<file path="src/design/ops_defines.vh">
`ifndef OPS_DEFINES_VH
`define OPS_DEFINES_VH

// ----------------------------------------------------------------------
// register offsets (4-bit address, 8-bit data)
// ----------------------------------------------------------------------
`define OPS_ADDR_CSR     4'h0
`define OPS_ADDR_LCR     4'h1
`define OPS_ADDR_MUL     4'h2
`define OPS_ADDR_STAT    4'h3
`define OPS_ADDR_MASK    4'h4
`define OPS_ADDR_STATE   4'h5

// ----------------------------------------------------------------------
// clock selection register fields
// ----------------------------------------------------------------------
`define OPS_CSR_SRC_LSB  0
`define OPS_CSR_SRC_MSB  3
`define OPS_CSR_SUT_LSB  4
`define OPS_CSR_SUT_MSB  5
`define OPS_CSR_CLOCK_OUT_ENABLE_BIT     6

// ----------------------------------------------------------------------
// loop control register fields
// ----------------------------------------------------------------------
`define OPS_LCR_LOCK     0
`define OPS_LCR_EN       1
`define OPS_LCR_REF_LSB  2
`define OPS_LCR_REF_MSB  3

// ----------------------------------------------------------------------
// status / mask bit positions
// ----------------------------------------------------------------------
`define OPS_ST_RSTDONE   0
`define OPS_ST_WAKEDONE  1
`define OPS_ST_LOCKUP    2
`define OPS_ST_LOCKLOST  3

// ----------------------------------------------------------------------
// source codes and loop reference codes
// ----------------------------------------------------------------------
`define OPS_SRC_EXTCLK   4'h0
`define OPS_SRC_LOOP_RC  4'h1
`define OPS_SRC_RC8      4'h2
`define OPS_SRC_WDOSC    4'h3
`define OPS_SRC_LOOP_XT  4'h4
`define OPS_SRC_LOOP_EC  4'h5
`define OPS_SRC_RC1      4'h6
`define OPS_REF_RC       2'h0
`define OPS_REF_XTAL     2'h1
`define OPS_REF_EXTCLK   2'h2

// ----------------------------------------------------------------------
// reset values and counts
// ----------------------------------------------------------------------
`define OPS_MUL_RST      4'h0
`define OPS_MUL_INIT     4'h6
`define OPS_CNT_RST_CK   15'h000E
`define OPS_CNT_6CK      15'h0006
`define OPS_CNT_258CK    15'h0102
`define OPS_CNT_1KCK     15'h0400
`define OPS_CNT_16KCK    15'h4000
`define OPS_WDT_NONE     14'h0000
`define OPS_WDT_SHORT    14'h0200
`define OPS_WDT_LONG     14'h2000

`endif

</file>
<file path="src/design/ops_clk_ctrl.v">
// Local design decisions: the address map and strobed register access.
`timescale 1ns/1ps
`include "ops_defines.vh"

// Contract
// - range code 100..111 picks oscillator mode
// - oscillator wake count 258, 1K or 16K
// - oscillator reset delay 14 plus 0/short/long
// - external clock wakes 6, reset 14+0/4/64ms
// - loop runs only while enable bit set
// - lock flag set once loop locked
// - loop chosen by config: factor starts 6
// - loop reference from RC, crystal, clock
// - deep sleep stops RC oscillator and loop
// - loop source start-up 1K/16K, reset delays
// - clock out when option or bit set
// - no clock out in reset; overrides pin
// - divided system clock goes to pin
// - start-up counted on selected source cycles
// - reset delay counts 512 or 8192 watchdog
module ops_clk_ctrl #(
  parameter [13:0] WDT_LONG = `OPS_WDT_LONG,  // long reset delay
  parameter [14:0] CNT_16K  = `OPS_CNT_16KCK  // long start-up count
) (
  input  wire       clk,                 // system clock
  input  wire       rst,                 // async reset, high
  input  wire       ce,                  // clock enable
  input  wire [3:0] addr,                // register address
  input  wire [7:0] wdata,               // write data
  input  wire       wr,                  // write strobe
  input  wire       rd,                  // read strobe
  output reg  [7:0] rdata,               // read data, next cycle
  input  wire [3:0] nv_source_select,    // non-volatile source
  input  wire [1:0] nv_startup_code,     // non-volatile start-up
  input  wire       nv_clock_out_option, // non-volatile clock out
  input  wire       src_tick,            // selected source cycle
  input  wire       wdt_tick,            // watchdog osc cycle
  input  wire       sleep_deep,          // power-down/standby
  input  wire       loop_lock_in,        // analog lock detect
  input  wire       presc_clk_in,        // prescaled system clock
  output reg        cpu_run,             // execution allowed
  output reg        rc_osc_run,          // internal RC enable
  output reg        loop_run,            // multiplying loop run
  output reg  [1:0] loop_ref_sel,        // loop reference select
  output reg  [3:0] loop_factor,         // loop multiplication
  output reg        osc_amp_en,          // crystal amplifier on
  output reg  [2:0] osc_range_code,      // amplifier mode
  output reg        clock_output_pin,    // clock out level
  output reg        clock_output_oe,     // clock out drive/override
  output wire       irq                  // level interrupt
);

  // --------------------------------------------------------------------
  // state encoding
  // --------------------------------------------------------------------
  localparam [5:0] ST_LATCH = 6'b00_0001; // capture config
  localparam [5:0] ST_RSTCK = 6'b00_0010; // 14 source cycles
  localparam [5:0] ST_RSTWD = 6'b00_0100; // watchdog delay
  localparam [5:0] ST_RUN   = 6'b00_1000; // running
  localparam [5:0] ST_SLEEP = 6'b01_0000; // deep sleep
  localparam [5:0] ST_WAKE  = 6'b10_0000; // wake start-up

  // --------------------------------------------------------------------
  // registers
  // --------------------------------------------------------------------
  reg  [5:0]  st_q, st_d;       // sequencer state
  reg  [3:0]  src_q;            // source select
  reg  [1:0]  sut_q;            // startup_time_code
  reg         clock_out_enable_bit_q;           // clock_out_enable_bit
  reg         nvco_q;           // latched nv_clock_out_option
  reg         lp_en_q;          // loop_enable_bit
  reg  [1:0]  lp_ref_q;         // loop reference field
  reg  [3:0]  mul_q;            // multiplication factor
  reg         lock_q;           // loop_lock_flag
  reg  [3:0]  stat_q;           // sticky events
  reg  [3:0]  mask_q;           // event mask
  reg  [3:0]  ev;               // events this cycle
  reg  [14:0] wake_cnt;         // start-up count for selection
  reg  [13:0] wdt_cnt;          // reset delay in watchdog cycles
  reg         sc_start;         // start source counter
  reg         wc_start;         // start watchdog counter
  wire        sc_done;          // source count over
  wire        wc_done;          // watchdog count over
  wire        is_osc;           // crystal oscillator selected
  wire        is_loop;          // loop drives system clock
  wire        nv_is_loop;       // config picks loop
  wire        lock_now;         // qualified lock

  assign is_osc     = src_q[3];
  assign is_loop    = (src_q == `OPS_SRC_LOOP_RC) ||
                      (src_q == `OPS_SRC_LOOP_XT) ||
                      (src_q == `OPS_SRC_LOOP_EC);
  assign nv_is_loop = (nv_source_select == `OPS_SRC_LOOP_RC) ||
                      (nv_source_select == `OPS_SRC_LOOP_XT) ||
                      (nv_source_select == `OPS_SRC_LOOP_EC);
  assign lock_now   = loop_lock_in & lp_en_q & ~st_q[4];

  // --------------------------------------------------------------------
  // start-up count and reset delay tables
  // --------------------------------------------------------------------
  // wake count per selection; reset delay in watchdog cycles
  always @* begin
    wake_cnt = `OPS_CNT_6CK;
    wdt_cnt  = `OPS_WDT_NONE;
    if (is_osc) begin
      case ({src_q[0], sut_q})
        3'b000: begin
          wake_cnt = `OPS_CNT_258CK;
          wdt_cnt  = `OPS_WDT_SHORT;
        end
        3'b001: begin
          wake_cnt = `OPS_CNT_258CK;
          wdt_cnt  = WDT_LONG;
        end
        3'b010: wake_cnt = `OPS_CNT_1KCK;
        3'b011: begin
          wake_cnt = `OPS_CNT_1KCK;
          wdt_cnt  = `OPS_WDT_SHORT;
        end
        3'b100: begin
          wake_cnt = `OPS_CNT_1KCK;
          wdt_cnt  = WDT_LONG;
        end
        3'b101: wake_cnt = CNT_16K;
        3'b110: begin
          wake_cnt = CNT_16K;
          wdt_cnt  = `OPS_WDT_SHORT;
        end
        default: begin
          wake_cnt = CNT_16K;
          wdt_cnt  = WDT_LONG;
        end
      endcase
    end else if (src_q == `OPS_SRC_LOOP_EC) begin
      wake_cnt = CNT_16K;
      case (sut_q)
        2'b00:   wdt_cnt = `OPS_WDT_NONE;
        2'b11:   wdt_cnt = WDT_LONG;
        default: wdt_cnt = `OPS_WDT_SHORT;
      endcase
    end else if (src_q == `OPS_SRC_LOOP_XT && sut_q == 2'b11) begin
      wake_cnt = CNT_16K;
    end else begin
      // external clock, RC, watchdog osc, loop on RC/crystal
      if (is_loop)
        wake_cnt = `OPS_CNT_1KCK;
      else
        wake_cnt = `OPS_CNT_6CK;
      case (sut_q)
        2'b00:   wdt_cnt = `OPS_WDT_NONE;
        2'b01:   wdt_cnt = `OPS_WDT_SHORT;
        default: wdt_cnt = WDT_LONG; // reserved 11 taken as longest
      endcase
    end
  end

  // --------------------------------------------------------------------
  // counters: source cycles and watchdog cycles
  // --------------------------------------------------------------------
  ops_tick_counter #(.W(15)) u_src_cnt (
    .clk    (clk),
    .rst    (rst),
    .ce     (ce),
    .start  (sc_start),
    .tick   (src_tick),
    .target (st_q[0] ? `OPS_CNT_RST_CK : wake_cnt),
    .busy   (),
    .done   (sc_done)
  );

  ops_tick_counter #(.W(14)) u_wdt_cnt (
    .clk    (clk),
    .rst    (rst),
    .ce     (ce),
    .start  (wc_start),
    .tick   (wdt_tick),
    .target (wdt_cnt),
    .busy   (),
    .done   (wc_done)
  );

  // --------------------------------------------------------------------
  // sequencer
  // --------------------------------------------------------------------
  // next state, counter starts and completion events
  always @* begin
    st_d     = st_q;
    sc_start = 1'b0;
    wc_start = 1'b0;
    ev       = 4'h0;
    case (st_q)
      ST_LATCH: begin
        st_d     = ST_RSTCK;
        sc_start = 1'b1;
      end
      ST_RSTCK: begin
        if (sc_done) begin
          if (wdt_cnt == `OPS_WDT_NONE) begin
            st_d = ST_RUN;
            ev[`OPS_ST_RSTDONE] = 1'b1;
          end else begin
            st_d     = ST_RSTWD;
            wc_start = 1'b1;
          end
        end
      end
      ST_RSTWD: begin
        if (wc_done) begin
          st_d = ST_RUN;
          ev[`OPS_ST_RSTDONE] = 1'b1;
        end
      end
      ST_RUN: begin
        if (sleep_deep)
          st_d = ST_SLEEP;
      end
      ST_SLEEP: begin
        if (!sleep_deep) begin
          st_d     = ST_WAKE;
          sc_start = 1'b1;
        end
      end
      ST_WAKE: begin
        if (sc_done) begin
          st_d = ST_RUN;
          ev[`OPS_ST_WAKEDONE] = 1'b1;
        end
      end
      default: st_d = ST_LATCH;
    endcase
    ev[`OPS_ST_LOCKUP]   = lock_now & ~lock_q;
    ev[`OPS_ST_LOCKLOST] = ~lock_now & lock_q;
  end

  // state register
  always @(posedge clk or posedge rst) begin
    if (rst)
      st_q <= ST_LATCH;
    else if (ce)
      st_q <= st_d;
  end

  // --------------------------------------------------------------------
  // register file
  // --------------------------------------------------------------------
  // selection and loop registers, config capture after reset
  always @(posedge clk or posedge rst) begin
    if (rst) begin
      src_q    <= 4'h0;
      sut_q    <= 2'h0;
      clock_out_enable_bit_q   <= 1'b0;
      nvco_q   <= 1'b0;
      lp_en_q  <= 1'b0;
      lp_ref_q <= `OPS_REF_RC;
      mul_q    <= `OPS_MUL_RST;
      mask_q   <= 4'h0;
    end else if (ce) begin
      if (st_q[0]) begin
        src_q  <= nv_source_select;
        sut_q  <= nv_startup_code;
        clock_out_enable_bit_q <= nv_clock_out_option;
        nvco_q <= nv_clock_out_option;
        if (nv_is_loop) begin
          mul_q   <= `OPS_MUL_INIT;
          lp_en_q <= 1'b1;
          case (nv_source_select)
            `OPS_SRC_LOOP_XT: lp_ref_q <= `OPS_REF_XTAL;
            `OPS_SRC_LOOP_EC: lp_ref_q <= `OPS_REF_EXTCLK;
            default:          lp_ref_q <= `OPS_REF_RC;
          endcase
        end
      end else if (wr) begin
        case (addr)
          `OPS_ADDR_CSR: begin
            src_q  <= wdata[`OPS_CSR_SRC_MSB:`OPS_CSR_SRC_LSB];
            sut_q  <= wdata[`OPS_CSR_SUT_MSB:`OPS_CSR_SUT_LSB];
            clock_out_enable_bit_q <= wdata[`OPS_CSR_CLOCK_OUT_ENABLE_BIT];
          end
          `OPS_ADDR_LCR: begin
            lp_en_q  <= wdata[`OPS_LCR_EN];
            // only the three reference sources are taken
            if (wdata[`OPS_LCR_REF_MSB:`OPS_LCR_REF_LSB] != 2'h3)
              lp_ref_q <= wdata[`OPS_LCR_REF_MSB:`OPS_LCR_REF_LSB];
          end
          `OPS_ADDR_MUL:  mul_q  <= wdata[3:0];
          `OPS_ADDR_MASK: mask_q <= wdata[3:0];
          default: ;
        endcase
      end
    end
  end

  // sticky status: hardware set wins over write-one clear
  always @(posedge clk or posedge rst) begin
    if (rst) begin
      stat_q <= 4'h0;
      lock_q <= 1'b0;
    end else if (ce) begin
      lock_q <= lock_now;
      if (wr && addr == `OPS_ADDR_STAT)
        stat_q <= (stat_q & ~wdata[3:0]) | ev;
      else
        stat_q <= stat_q | ev;
    end
  end

  assign irq = |(stat_q & mask_q);

  // read data, valid the cycle after the strobe
  always @(posedge clk or posedge rst) begin
    if (rst) begin
      rdata <= 8'h00;
    end else if (ce) begin
      rdata <= 8'h00;
      if (rd) begin
        case (addr)
          `OPS_ADDR_CSR:   rdata <= {1'b0, clock_out_enable_bit_q, sut_q, src_q};
          `OPS_ADDR_LCR:   rdata <= {4'h0, lp_ref_q, lp_en_q, lock_q};
          `OPS_ADDR_MUL:   rdata <= {4'h0, mul_q};
          `OPS_ADDR_STAT:  rdata <= {4'h0, stat_q};
          `OPS_ADDR_MASK:  rdata <= {4'h0, mask_q};
          `OPS_ADDR_STATE: rdata <= {2'h0, st_q};
          default:         rdata <= 8'h00;
        endcase
      end
    end
  end

  // --------------------------------------------------------------------
  // clock source enables and clock output
  // --------------------------------------------------------------------
  // registered enables; deep sleep stops RC and loop
  always @(posedge clk or posedge rst) begin
    if (rst) begin
      cpu_run          <= 1'b0;
      rc_osc_run       <= 1'b0;
      loop_run         <= 1'b0;
      loop_ref_sel     <= `OPS_REF_RC;
      loop_factor      <= `OPS_MUL_RST;
      osc_amp_en       <= 1'b0;
      osc_range_code   <= 3'h0;
      clock_output_pin <= 1'b0;
      clock_output_oe  <= 1'b0;
    end else if (ce) begin
      cpu_run      <= st_d[3];
      loop_run     <= lp_en_q & ~st_d[4];
      loop_ref_sel <= lp_ref_q;
      loop_factor  <= mul_q;
      rc_osc_run   <= ~st_d[4] &
                      ((~is_osc && src_q != `OPS_SRC_WDOSC &&
                        src_q != `OPS_SRC_LOOP_XT &&
                        src_q != `OPS_SRC_LOOP_EC) ||
                       (lp_en_q && lp_ref_q == `OPS_REF_RC));
      osc_amp_en   <= ~st_d[4] &
                      (is_osc || src_q == `OPS_SRC_LOOP_XT ||
                       (lp_en_q && lp_ref_q == `OPS_REF_XTAL));
      osc_range_code <= is_osc ? src_q[3:1] : 3'h0;
      clock_output_oe <= ~st_q[0] & (nvco_q | clock_out_enable_bit_q);
      clock_output_pin <= ~st_q[0] & (nvco_q | clock_out_enable_bit_q) &
                          presc_clk_in;
    end
  end

endmodule

</file>
<file path="src/design/ops_tick_counter.v">
`timescale 1ns/1ps
`include "ops_defines.vh"

// ----------------------------------------------------------------------
// down counter of qualified ticks, one-cycle done pulse at zero
// ----------------------------------------------------------------------
module ops_tick_counter #(
  parameter W = 15
) (
  input  wire         clk,    // system clock
  input  wire         rst,    // async reset, high
  input  wire         ce,     // clock enable
  input  wire         start,  // load target, begin counting
  input  wire         tick,   // one counted cycle
  input  wire [W-1:0] target, // ticks to count
  output reg          busy,   // counting in progress
  output reg          done    // pulse when count ends
);

  reg [W-1:0] cnt_q; // remaining ticks

  // load, count down, flag completion
  always @(posedge clk or posedge rst) begin
    if (rst) begin
      cnt_q <= {W{1'b0}};
      busy  <= 1'b0;
      done  <= 1'b0;
    end else if (ce) begin
      done <= 1'b0;
      if (start) begin
        cnt_q <= target;
        busy  <= 1'b1;
      end else if (busy) begin
        if (cnt_q == {W{1'b0}}) begin
          busy <= 1'b0;
          done <= 1'b1;
        end else if (tick) begin
          cnt_q <= cnt_q - {{(W-1){1'b0}}, 1'b1};
        end
      end
    end
  end

endmodule

</file>
<file path="config.mk">
export PLATFORM = sky130hd
export DESIGN_NAME = ops_clk_ctrl
export DESIGN_NICKNAME = d
export VERILOG_FILES = /design/src/design/ops_clk_ctrl.v /design/src/design/ops_tick_counter.v
export VERILOG_INCLUDE_DIRS = /design/src /design/src/design
export SDC_FILE = /design/constraint.sdc
export NUM_CORES = 1
export LEC_CHECK = 0
export ABC_AREA = 0
export BUFFER_PORTS_ARGS = -buffer_cell sky130_fd_sc_hd__buf_2
export CAP_MARGIN = 5
export CORE_MARGIN = 2
export CORE_UTILIZATION = 50
export CTS_BUF_LIST = sky130_fd_sc_hd__clkbuf_16
export CTS_CLUSTER_DIAMETER = 150
export DETAILED_ROUTE_END_ITERATION = 7
export GPL_TIMING_DRIVEN = 0
export PLACE_DENSITY = 0.72
export SYNTH_ARGS = -nofsm -noshare
export SYNTH_HDL_FRONTEND = slang
export SYNTH_SLANG_ARGS = --single-unit
</file>
<file path="constraint.sdc">
create_clock -name clk -period 2.9 [get_ports clk]
set_clock_uncertainty 0.2 [all_clocks]
set_input_delay 0.435 -clock clk [delete_from_list [all_inputs] [get_ports clk]]
set_output_delay 0.435 -clock clk [all_outputs]
set_load 0.005 [all_outputs]
</file>
## Word level (Yosys, flattened, before mapping)

Index checks and enable logic that the tools add are counted.
Widths: inputs -> output; s select.

- Register bits: 86
- Input bits: 29
- Logic and storage cells: 210

- Add/subtract/negate cells: 2
- Equal/unequal tests: 38
- Mux-type cells: 77
- Bitwise gates (word level): 21
- Reduce and logical (&&, ||, !) cells: 44

Operators with widths:

| cell | count |
|---|---|
| $mux 15 | 8 |
| $mux 14 | 7 |
| $pmux 14 s2 | 3 |
| $pmux 7 s6 | 1 |
| $mux 4 | 9 |
| $pmux 6 s6 | 1 |
| $mux 6 | 5 |
| $pmux 15 s2 | 1 |
| $logic_not 14->1 | 2 |
| $mux 1 | 28 |
| $eq 4x3->1 const B | 6 |
| $reduce_and 4->1 | 5 |
| $reduce_bool 2->1 | 9 |
| $mux 2 | 8 |
| $logic_not 15->1 | 1 |
| $sub 15x1->15 const B | 1 |
| $sub 14x1->14 const B | 1 |
| $eq 4x1->1 const B | 3 |
| $mux 11 | 1 |
| $ne 2x1->1 const B | 5 |
| $and 1x1->1 | 9 |
| $eq 3x3->1 const B | 3 |
| $and 4x4->4 | 2 |
| $eq 4x2->1 const B | 2 |
| 33 further kinds | 61 |

## Logic depth before layout (Yosys ltp)

Gate-level depths: netlist of the first run.

- Word-level depth: 11
- Mapped depth: 9
- Gate-level depth less buffers: 8

## By module

Synthesis of the first run repeated with hierarchy kept, for this count alone.

- Cell total of the unflattened synthesis: 568
- Area, all modules: 5392.7 um^2

By module, submodules not included:

| module | instances | cells an instance | area each (um^2) |
|---|---|---|---|
| ops_clk_ctrl | 1 | 322 | 3069.2 |
| ops_tick_counter at u_src_cnt | 1 | 125 | 1176.1 |
| ops_tick_counter at u_wdt_cnt | 1 | 121 | 1147.4 |

## Least setup slack after synthesis of the first run

OpenSTA, ideal clock, no wires.

- Path type: register to register
- From: reg sut_q[0]
- To: reg u_wdt_cnt.cnt_q[0]
- Library setup time: 0.095 ns
- Arrival: 1.958 ns
- Required time: 2.605 ns
- Path slack: 0.647 ns
- Stages on the path, launching flop included: 8
- Buffers on the path: 0
- Clock period less this slack: 2.253 ns
- Path through: dfrtp_1 -> inv_1 -> ha_1 -> o311ai_0 -> o21ai_0 -> o21a_1 -> or3_1 -> o31ai_1

- Cells in the longest elaborated chain, start to end: 11
- Elaborated cells on any way between the ends: 26
- Classes of those cells: eq/ne (7); mux (10); reduce/logical (9)

RTL lines:

| element | line | source |
|---|---|---|
| start, declared | ops_clk_ctrl.v:68 | `reg [1:0] sut_q;` |
| start signal, assigned | ops_clk_ctrl.v:260 | `sut_q <= nv_startup_code;` |
| start signal, assigned | ops_clk_ctrl.v:276 | `` sut_q <= wdata[`OPS_CSR_SUT_MSB:`OPS_CSR_SUT_LSB]; `` |
| $eq 2x1->1 (tied with other cells) | ops_clk_ctrl.v:149 | `case (sut_q)` |
| $pmux 14 s2 or $logic_and 1x1->1 (tied branches) | ops_clk_ctrl.v:149, ops_clk_ctrl.v:141 |  |
| $mux 14 | ops_clk_ctrl.v:141 | `` end else if (src_q == `OPS_SRC_LOOP_XT && sut_q == 2'b11) begin `` |
| $mux 14 | ops_clk_ctrl.v:134 | `` end else if (src_q == `OPS_SRC_LOOP_EC) begin `` |
| $mux 14 (*) | ops_clk_ctrl.v:105 | `if (is_osc) begin` |
| $logic_not 14->1 (no source line) | -- |  |
| $mux 1 | ops_clk_ctrl.v:198 | `` if (wdt_cnt == `OPS_WDT_NONE) begin `` |
| $mux 1 | ops_clk_ctrl.v:197 | `if (sc_done) begin` |
| $mux 1 | ops_clk_ctrl.v:191 | `case (st_q)` |
| $ne 2x1->1 (no source line) or $reduce_bool 2->1 (tied branches) | -- |  |
| $reduce_and 4->1 (no source line) | -- |  |
| end signal, assigned | ops_tick_counter.v:25 | `cnt_q <= {W{1'b0}};` |
| end signal, assigned | ops_tick_counter.v:31 | `cnt_q <= target;` |
| end signal, assigned | ops_tick_counter.v:38 | `cnt_q <= cnt_q - {{(W-1){1'b0}}, 1'b1};` |
| end, declared | ops_tick_counter.v:20 | `reg [W-1:0] cnt_q;` |

Mark *: on every way between the ends. The rest lies on a longest branch, timed or not.
A chain may end at the register's enable or synchronous reset.

## Worst setup path after layout of the first run

Ends and elaborated chain as after synthesis.

==> results of run 1 <==
cells in the final DEF, fill, tap and decap left out, types with 7 or more instances in the layout:
master,count
o21ai_0,27
a22o_1,8
ha_1,9
o31ai_1,8
mux2i_1,10
nor3_1,19
inv_1,17
o2bb2ai_1,12
a22oi_1,9
clkbuf_16,9
clkbuf_1,19
nand2b_1,8
xor2_1,10
or3_1,11
nand2_1,37
mux2_2,19
buf_2,50
dfrtp_1,83
nor2_1,55
nand3b_1,7
nand3_1,19
a21oi_1,29
power by group:
part	switching, mW	internal (mW)	total, mW
registers	0.304	1.50	1.80
clock network	0.517	0.671	1.19
logic	1.03	0.741	1.77
total	1.85	2.91	4.76
area by class of cell:
cell class / instances / area, sq um / share of cell area [%]
inverter: 18 / 70.1 / 1.28
tap: 129 / 161 / 2.94
multi-input combinational: 380 / 2460 / 44.8
sequential: 84 / 2100 / 38.3
buffer: 27 / 124 / 2.26
clock buffer: 9 / 225 / 4.10
timing repair buffer: 49 / 273 / 4.97
clock inverter: 7 / 75.1 / 1.37
logic make-up (layout without fill, tap and decap cells):
| group | after synthesis | in the layout | share of synthesized area, % |
|---|---|---|---|
| other | 1 | 1 | 0.0789 |
| AOI/OAI and AO/OA | 129 | 129 | 18.2 |
| DFF | 84 | 84 | 44.3 |
| xor gates and xnor gates | 14 | 14 | 2.58 |
| and+or+nand+nor | 198 | 198 | 21.9 |
| muxes | 29 | 29 | 6.61 |
| adders and majority gates | 9 | 9 | 2.37 |
| buffers and inverters | 45 | 110 | 4.03 |
layer usage:
layer | share of wire (%) | vias up | track usage (%)
met1 | 45 | 2072 | 33.0
met3 | 4.6 | 32 | 4.49
met2 | 48 | 152 | 40.2
met5 | 0 | - | 0
met4 | 2.9 | 0 | 10.9
li1 | - | 1973 | -
repair_timing:
| item | in CTS | in global routing |
|---|---|---|
| setup endpoints to repair | 0 | 13 |
| gates resized for setup | 0 | 1 |
| endpoints found under the hold margin | 38 | 0 |
| setup buffers | 0 | 0 |
| hold buffers | 1 | 0 |
flip-flops by register name, indices dropped and copies added (netlist names), 2 cells and up:
signal           flops
st_q                 6
loop_ref_sel         2
stat_q               4
src_q                4
osc_range_code       3
rdata                7
lp_ref_q             2
u_src_cnt.cnt_q     15
u_wdt_cnt.cnt_q     14
loop_factor          4
mul_q                4
sut_q                2
mask_q               4
per-stage QoR:
step	total power, mW	setup WS [ps]	TNS (ps)	instances	utilization [%]
after detailed placement	3.56	77.2	0	686	56.0
after floorplan	3.02	102	0	509	-
after global placement	3.50	-863	-71320	685	55.7
final	4.76	237	0	703	59.4
after CTS	4.75	73.4	0	703	59.4
after global routing	5.08	46.7	0	703	59.4
worst max-delay path, delay by kind of cell (launching register included):
family / cells / cell delay [ps]
AOI/OAI and AO/OA: 4 / 1120
adders and majority gates: 1 / 250
and+or+nand+nor: 1 / 370
buffers and inverters: 1 / 110
DFF: 1 / 510
path summary, 6_finish.rpt:
path / startpoint / to / slack (ps) / cells after the start
min reg2reg: rdata[4] / rdata[4] / 280 / 1
min: presc_clk_in / clock_output_pin / 120 / 3
max in group asynchronous: rst / u_src_cnt.cnt_q[3] / 1410 / 4
min in group asynchronous: rst / rdata[2] / 480 / 3
max: sut_q[0] / u_wdt_cnt.cnt_q[0] / 240 / 7
max reg2reg: sut_q[0] / u_wdt_cnt.cnt_q[0] / 240 / 7
==> metrics.txt, run 1 <==
status=finished clean; Hold Slack=approximately 120 ps; Synth Register Bits=84; Pwr Density=868 nW/um^2; Gate Count Post-Synth=509; share of cells above drive strength 1=between 10% and 20%; final net count=607; crit share post-route=between 90 and 100%; Overflow after GRT=0; DR vias=4229; clock-pin transition on the worst setup and hold timing paths=approximately 70 ps; Final ANT Viol Nets=0; initial antenna violation count=0; crit end category=flop; fillcell total=829; vias in the first global route=roughly 4000; Initial Util=51.4%; routed vias/inst=6.02; Longest Clk Path Bufs=2; top post-synthesis cells by area=dfrtp_1 (44%), mux2_2 (4.5%), nor2_1 (4.3%); Synth async-reset ratio=100%; slew margin rel.=53.6%; RSZ-0062 raised after global routing=false; Sink Count=84; Chip Height=slightly above 100 um; CP Max Fanout=7; share of the synthesized area in the top cell type=a little over two fifths; Crit path largest cell delay=510 ps; synth warn=0; std cell rows=35; most frequent cells after synthesis=dfrtp_1 (83), nor2_1 (55), nand2_1 (37), a21oi_1 (29), o21ai_0 (27); Max Cap Viol=0; Ant. Diodes=0; synthesized area=4750 sq um; largest net degree at the start of global routing=46; Final min period=2660 ps; die area=10300 sq um; Final Setup Violations=0; H-tree depth reported by CTS=3; Total GRT Usage=24.9%; DRT Wirelength=12100 um; WP data arrival=2720 ps; TritonCTS Buffers=9; area leader, netlist=dfrtp_1; worst vdd ir=0.437 mV; design area=5490 sq um; root buffer cell=clkbuf_16; DRC=0; Slew @ Worst Pin=694 ps; router iterations before antenna repair=5; Synthesized Nets=roughly 550; TritonCTS clock tree=done; Synth Flop Type=dfrtp_1; Core Box Area=around 9000 sq um; Mean Syn Cell Area=9.34 sq um; Setup CP Type=reg2reg; latest clock arrival within the worst-skew pair=350 ps; area growth from synthesis to layout=15.5%; Cell Chain, Critical Path=inv_1, ha_1, o311ai_1, o21ai_0, o21a_1, or3_1, o31ai_1; synth unique cells=63; first-pass GRT wire length=20000 um; register area share after synthesis=44.3%; Hold Vio Cnt, Final=0; required time of the critical path=2950 ps; type of origin of the critical path=flop; maximum clock frequency=376 MHz; Post-synth EDFFs=0; IO buf count=47; die width=101 um; slowest stage cell, crit path=dfrtp_1; Detail Placement HPWL=8760 um; fin. max-slew vios=0; Routed wire per std cell=17.2 um; Leak=between 2 and 2.5 nW; Placer Congestion=0.929; First DRT Iteration DRCs=335; worst min path class=in2reg; IO Count=53; most frequent cell after synthesis=dfrtp_1; Placed Area=5180 sq um
Power figures use the tool's default switching activity.
==> inputs of run 2 (changes only) <==
==> constraint.sdc (replaced) <==
create_clock -name clk -period 2.9 [get_ports clk]
set_clock_uncertainty 0.2 [all_clocks]
set_input_delay 0 -clock clk [delete_from_list [all_inputs] [get_ports clk]]
set_output_delay 0 -clock clk [all_outputs]
set_load 0.005 [all_outputs]
==> run 2 against run 1 <==
Sequential power hardly changed. Cell area is 4.6% higher. Non-clock buffer count increased by 25. Final cell count up 3.6%. Maximum frequency fell by 4.9%. Worst setup slack got worse by 140 ps. Sequential cell count unchanged. Clock-buffer cell count stayed put. Die area stayed put. Total power rose by 1.3%. Highest routed layer unchanged. Clock power hardly changed. Worst hold slack got worse by 120 ps.
==> metrics.txt, run 2 (same netlist as run 1, synthesis figures left out) <==
Placer Congestion=0.929; final net count=632; Core Box Area=9240 sq um; setup ws final=100 ps; root buffer cell=clkbuf_16; routed vias/inst=around 6; clock-pin transition on the worst setup and hold timing paths=60 ps; first-pass GRT wire length=20700 um; Detail Placement HPWL=between 8000 and 9000 um; Psw=1.87 mW; IO Count=53; share of cells above drive strength 1=17.4%; area growth from synthesis to layout=20.8%; fin. max-slew vios=0; Flop pwr share=between 30 and 40%; Overflow after GRT=0; latest clock arrival within the worst-skew pair=350 ps; Routed wire per std cell=around 17 um; vias in the first global route=4183; Pint=2.95 mW; Pwr Density=840 nW/um^2; Top Layer Used=met4; slowest stage cell, crit path=dlygate4sd3_1; Final Util=62.1%; biggest regs=u_src_cnt.cnt_q: 15 flops, u_wdt_cnt.cnt_q: 14 flops, rdata: 7 flops; # Post-CTS Setup Buffers=0; WP data arrival=2830 ps; std cell rows=35; Initial Util=51.4%; Hold Vio Cnt, Final=0; Net Sw Frac=around 39%; Final Setup Violations=0; TritonCTS clock tree=done; Buf+Inv Stages, Crit Path=4; Sink Count=84; dpl ws=96.7 ps; Metal-1 WL=5390 um; Setup CP Type=in2reg; IO buf count=47; Max Cap Viol=0; Final ANT Viol Nets=0; met2 WL post-DR=~6100 um; router iterations before antenna repair=5; Cell Chain, Critical Path=dlygate4sd3_1, buf_2, nor2_2, nand3_1, nor2_1, nand2_1, dlygate4sd3_1, nand2_1, o31ai_1, dlygate4sd3_1; placed cell count=686; most flop-heavy register=u_src_cnt.cnt_q; CP Max Fanout=8; Largest register FFs=15; worst vdd ir=0.429 mV; most frequent cells in the layout=dfrtp_1 (83), nor2_1 (54), buf_2 (50); largest net degree at the start of global routing=46; die area=10300 sq um; DR WL met3=between 600 and 700 um; Ant. Diodes=0; Crit path top cell by count=dlygate4sd3_1; fillcell total=804; worst min path class=in2reg; RSZ-0062 raised after global routing=false; crit share post-route=between 90% and 100%; TritonCTS Buffers=9; crit end category=flop; DRT Wirelength=12600 um; Total GRT Usage=25.8%; Slew @ Worst Pin=704 ps; maximum clock frequency=357 MHz; TNS Setup=0 ps; Clk pwr share=24.7%; status=finished clean; required time of the critical path=approximately 2900 ps; Comb power frac=37.9%; Final min period=~2800 ps; DRC=0; overall power consumption=4.82 mW; type of origin of the critical path=primary input; Longest Clk Path Bufs=2; Chip Height=101 um; family with the most delay on the worst path=buffers and inverters; initial antenna violation count=0; most common cell after layout, fill and taps aside=dfrtp_1; DR vias=approximately 4300; H-tree depth reported by CTS=3; slew margin rel.=53.0%; Crit path largest cell delay=about 600 ps; First DRT Iteration DRCs=310; die width=101 um; Leak=2.56 nW; Final Non-Filler Cells=728
## run 2: cell count changes in the layout (fill, tap and decap cells not counted), sizes merged
| cell | change |
|---|---|
| dlygate4sd3 | +25 |
## run 2: worst paths after layout
| check | start | endpoint | slack [ps] | cells after the start |
|---|---|---|---|---|
| max | addr[3] | stat_q[3] | 100 | 10 |
| min | src_tick | u_src_cnt.cnt_q[0] | 2 | 4 |
| max reg2reg | st_q[0] | sut_q[0] | 120 | 5 |
| min reg2reg | rdata[3] | rdata[3] | 290 | 1 |
| max in group asynchronous | rst | u_src_cnt.cnt_q[3] | 1850 | 4 |
| min in group asynchronous | rst | rdata[2] | 40 | 3 |
## run 2: timing repair
item,in CTS,in global routing
endpoints found under the hold margin,123,4
endpoints found under the setup margin,0,14
hold buffers,25,1
resized for setup,0,2
## run 2: final cells by class
class | count | area [sq um] | area share [%]
multi-input combinational | 380 | 2460 | 42.8
sequential | 84 | 2100 | 36.6
timing repair buffer | 74 | 523 | 9.11
clock buffer | 9 | 225 | 3.92
tap | 129 | 161 | 2.81
buffer | 27 | 124 | 2.16
clock inverter | 7 | 75.1 | 1.31
inverter | 18 | 70.1 | 1.22
## run 2: worst register-to-register path, delay by kind of cell (launching register included)
family / cells / cell delay [ps]
muxes: 1 / 240
DFF: 1 / 610
buffers and inverters: 3 / 1530
AOI/OAI and AO/OA: 1 / 70
## run 2: power by group through the flow
| stage | clock, mW | combinational [mW] | sequential, mW |
|---|---|---|---|
| floorplan | 0 | 1.28 | 1.73 |
| global placement | 0 | 1.70 | 1.80 |
| detailed placement | 0 | 1.75 | 1.82 |
| CTS | 1.19 | 1.80 | 1.80 |
| global route | 1.25 | 2.04 | 1.84 |
| finish | 1.19 | 1.83 | 1.81 |
## run 2: metal layers
layer  GRT usage (%)  vias to the layer above
met5               0                        -
met4            11.2                        0
met1            33.4                     2111
met3            4.83                       37
met2            42.6                      165
li1                -                     2028
## run 2: through the flow
stage	hold WS, ps	area [sq um]
after global placement	40.4	5150
after CTS	0.817	5730
after global routing	49.6	5740
final	2.37	5740
after detailed placement	-108	5180
after floorplan	-53.1	4750
==> inputs of run 3 (changes only) <==
- CORE_MARGIN: 2 -> default
- HOLD_SLACK_MARGIN: default -> 0.1
==> run 3 against run 2 <==
Combinational power hardly changed. Clock power is 6% higher. Final cell count is 0.96% higher. Utilization is 1.0 points higher. Worst setup slack better by 120 ps. Global-route usage is 1.3 points higher. Highest routed layer unchanged. Sequential power hardly changed. Total power is 1.9% higher. Wire length is 0.72% higher. Register-to-register slack better by 100 ps. Clock-buffer cell count stayed put. Largest cell class unchanged.
==> metrics.txt, run 3 (same netlist as run 1, synthesis figures left out) <==
status=finished clean; slew margin rel.=50.4%; std cell rows=35; crit end category=flop; initial antenna violation count=0; Final ANT Viol Nets=0; TritonCTS Buffers=9; area growth from synthesis to layout=22.8%; Setup CP Type=reg2reg; fin. max-slew vios=0; largest net degree at the start of global routing=between 40 and 50; Routed wire per std cell=about 17 um; router iterations before antenna repair=5; hold path cells=6; first-pass GRT wire length=20900 um; Worst R2R End=u_wdt_cnt.cnt_q[0]; latest clock arrival within the worst-skew pair=340 ps; Worst Hold End=stat_q[0]; Hold Vio Cnt, Final=0; root buffer cell=clkbuf_16; DRT Wirelength=12700 um; Psw=about 1.9 mW; Final Setup Violations=0; Placer Congestion=approximately 0.93; Initial Util=51.4%; Longest Clk Path Bufs=2; vias in the first global route=4254; most frequent cells in the layout=dfrtp_1 (83), nor2_1 (54), buf_2 (50); die area=slightly below 10000 sq um; First DRT Iteration DRCs=366; RSZ-0062 raised after global routing=false; Detail Placement HPWL=about 8700 um; DRC=0; R2R setup slack=approximately 220 ps; Sink Count=between 80 and 90; overall power consumption=between 4 and 5 mW; clock-pin transition on the worst setup and hold timing paths=70 ps; required time of the critical path=2950 ps; TritonCTS clock tree=done; Pwr Density=842 nW/um^2; worst min path class=in2reg; Largest register FFs=15; DR vias=between 4000 and 5000; die width=about 100 um; crit share post-route=92.3%; # Post-CTS Setup Buffers=0; HP Start=addr[2]; Core Box Area=about 9200 sq um; Chip Height=99.5 um; IO buf count=47; Final Util=63.1%; routed vias/inst=just under 6; Pint=3.06 mW; WP data arrival=2730 ps; H-tree depth reported by CTS=3; Reg-to-Reg Start=sut_q[1]; share of cells above drive strength 1=~17%; IO Count=53; Clk pwr share=25.6%; Slew @ Worst Pin=741 ps; Flop pwr share=36.9%; final net count=~640; type of origin of the critical path=flop; Final min period=2680 ps; maximum clock frequency=374 MHz; Comb power frac=37.5%; CP Max Fanout=7; Net Sw Frac=37.8%; Max Cap Viol=0; worst vdd ir=between 0.4 and 0.5 mV; Ant. Diodes=0; Overflow after GRT=0; reg2reg path depth=7; most common cell after layout, fill and taps aside=dfrtp_1; biggest regs=u_src_cnt.cnt_q: 15 flops, u_wdt_cnt.cnt_q: 14 flops, rdata: 7 flops; Leak=2.61 nW; most flop-heavy register=u_src_cnt.cnt_q; Total GRT Usage=27.1%
[run 3: cell count changes in the layout (fill, tap and decap cells not counted), sizes merged]
cell,delta
clkinv,+1
dlygate4sd3,+7
buf,-1
clkinvlp,-2
bufinv,+1
clkbuf,+1
[run 3: power by group through the flow]
stage	Combinational [mW]	Clock, mW	Sequential [mW]
5_1_grt	2.07	1.31	1.85
2_1_floorplan	1.28	0	1.73
4_1_cts	1.82	1.27	1.81
3_5_place_dp	1.74	0	1.82
6_report	1.84	1.26	1.81
3_3_place_gp	1.70	0	1.80
[run 3: worst max-delay path by stage]
| stage | startpoint | end |
|---|---|---|
| after global placement | rst | u_src_cnt.cnt_q[0] |
| after detailed placement | sut_q[0] | u_wdt_cnt.cnt_q[0] |
| after floorplan | rst | clock_out_enable_bit_q |
| after CTS | wr | stat_q[3] |
| final | sut_q[1] | u_wdt_cnt.cnt_q[0] |
| after global routing | sut_q[0] | u_wdt_cnt.cnt_q[7] |
[run 3: layout make-up]
class                      instances  area, sq um
timing repair buffer              81          586
buffer                            27          125
clock buffer                       9          225
inverter                          18         70.1
sequential                        84         2100
fill                             762         3410
tap                              129          161
multi-input combinational        380         2460
clock inverter                     7         98.8
[run 3: metal layers]
metal	vias to the layer above	global-route usage, %	wire length [um]
met5	-	0	0
met4	0	12.8	381
met3	31	3.44	579
met2	158	44.9	6100
met1	2111	35.5	5600
li1	2040	-	-
[run 3: what timing repair did]
action                                  4_1_cts  5_1_grt
endpoints found under the setup margin        0       16
endpoints found under the hold margin       134        0
hold buffers                                 34        0
gates resized for setup                       0        4
[run 3: per-stage QoR]
| stage | cell area, sq um | hold WS [ps] | TNS (ps) | cells | setup slack, ps |
|---|---|---|---|---|---|
| final | 5830 | 87.4 | 0 | 735 | 223 |
| after global routing | 5830 | 124 | 0 | 735 | 54.2 |
| after CTS | 5840 | 104 | 0 | 736 | 26.1 |
| after detailed placement | 5170 | -106 | 0 | 686 | 73.3 |
| after global placement | 5150 | 39.0 | -34810 | 685 | -423 |
| after floorplan | 4750 | -53.1 | 0 | 509 | 537 |
[run 3: worst max-delay path, cell delays in order (launching register included)]
cell and delay (ps):
dfrtp_1 500, inv_1 130, ha_1 240, o311ai_1 400, o21ai_0 310, o21a_1 350, or3_1 380, o31ai_1 70
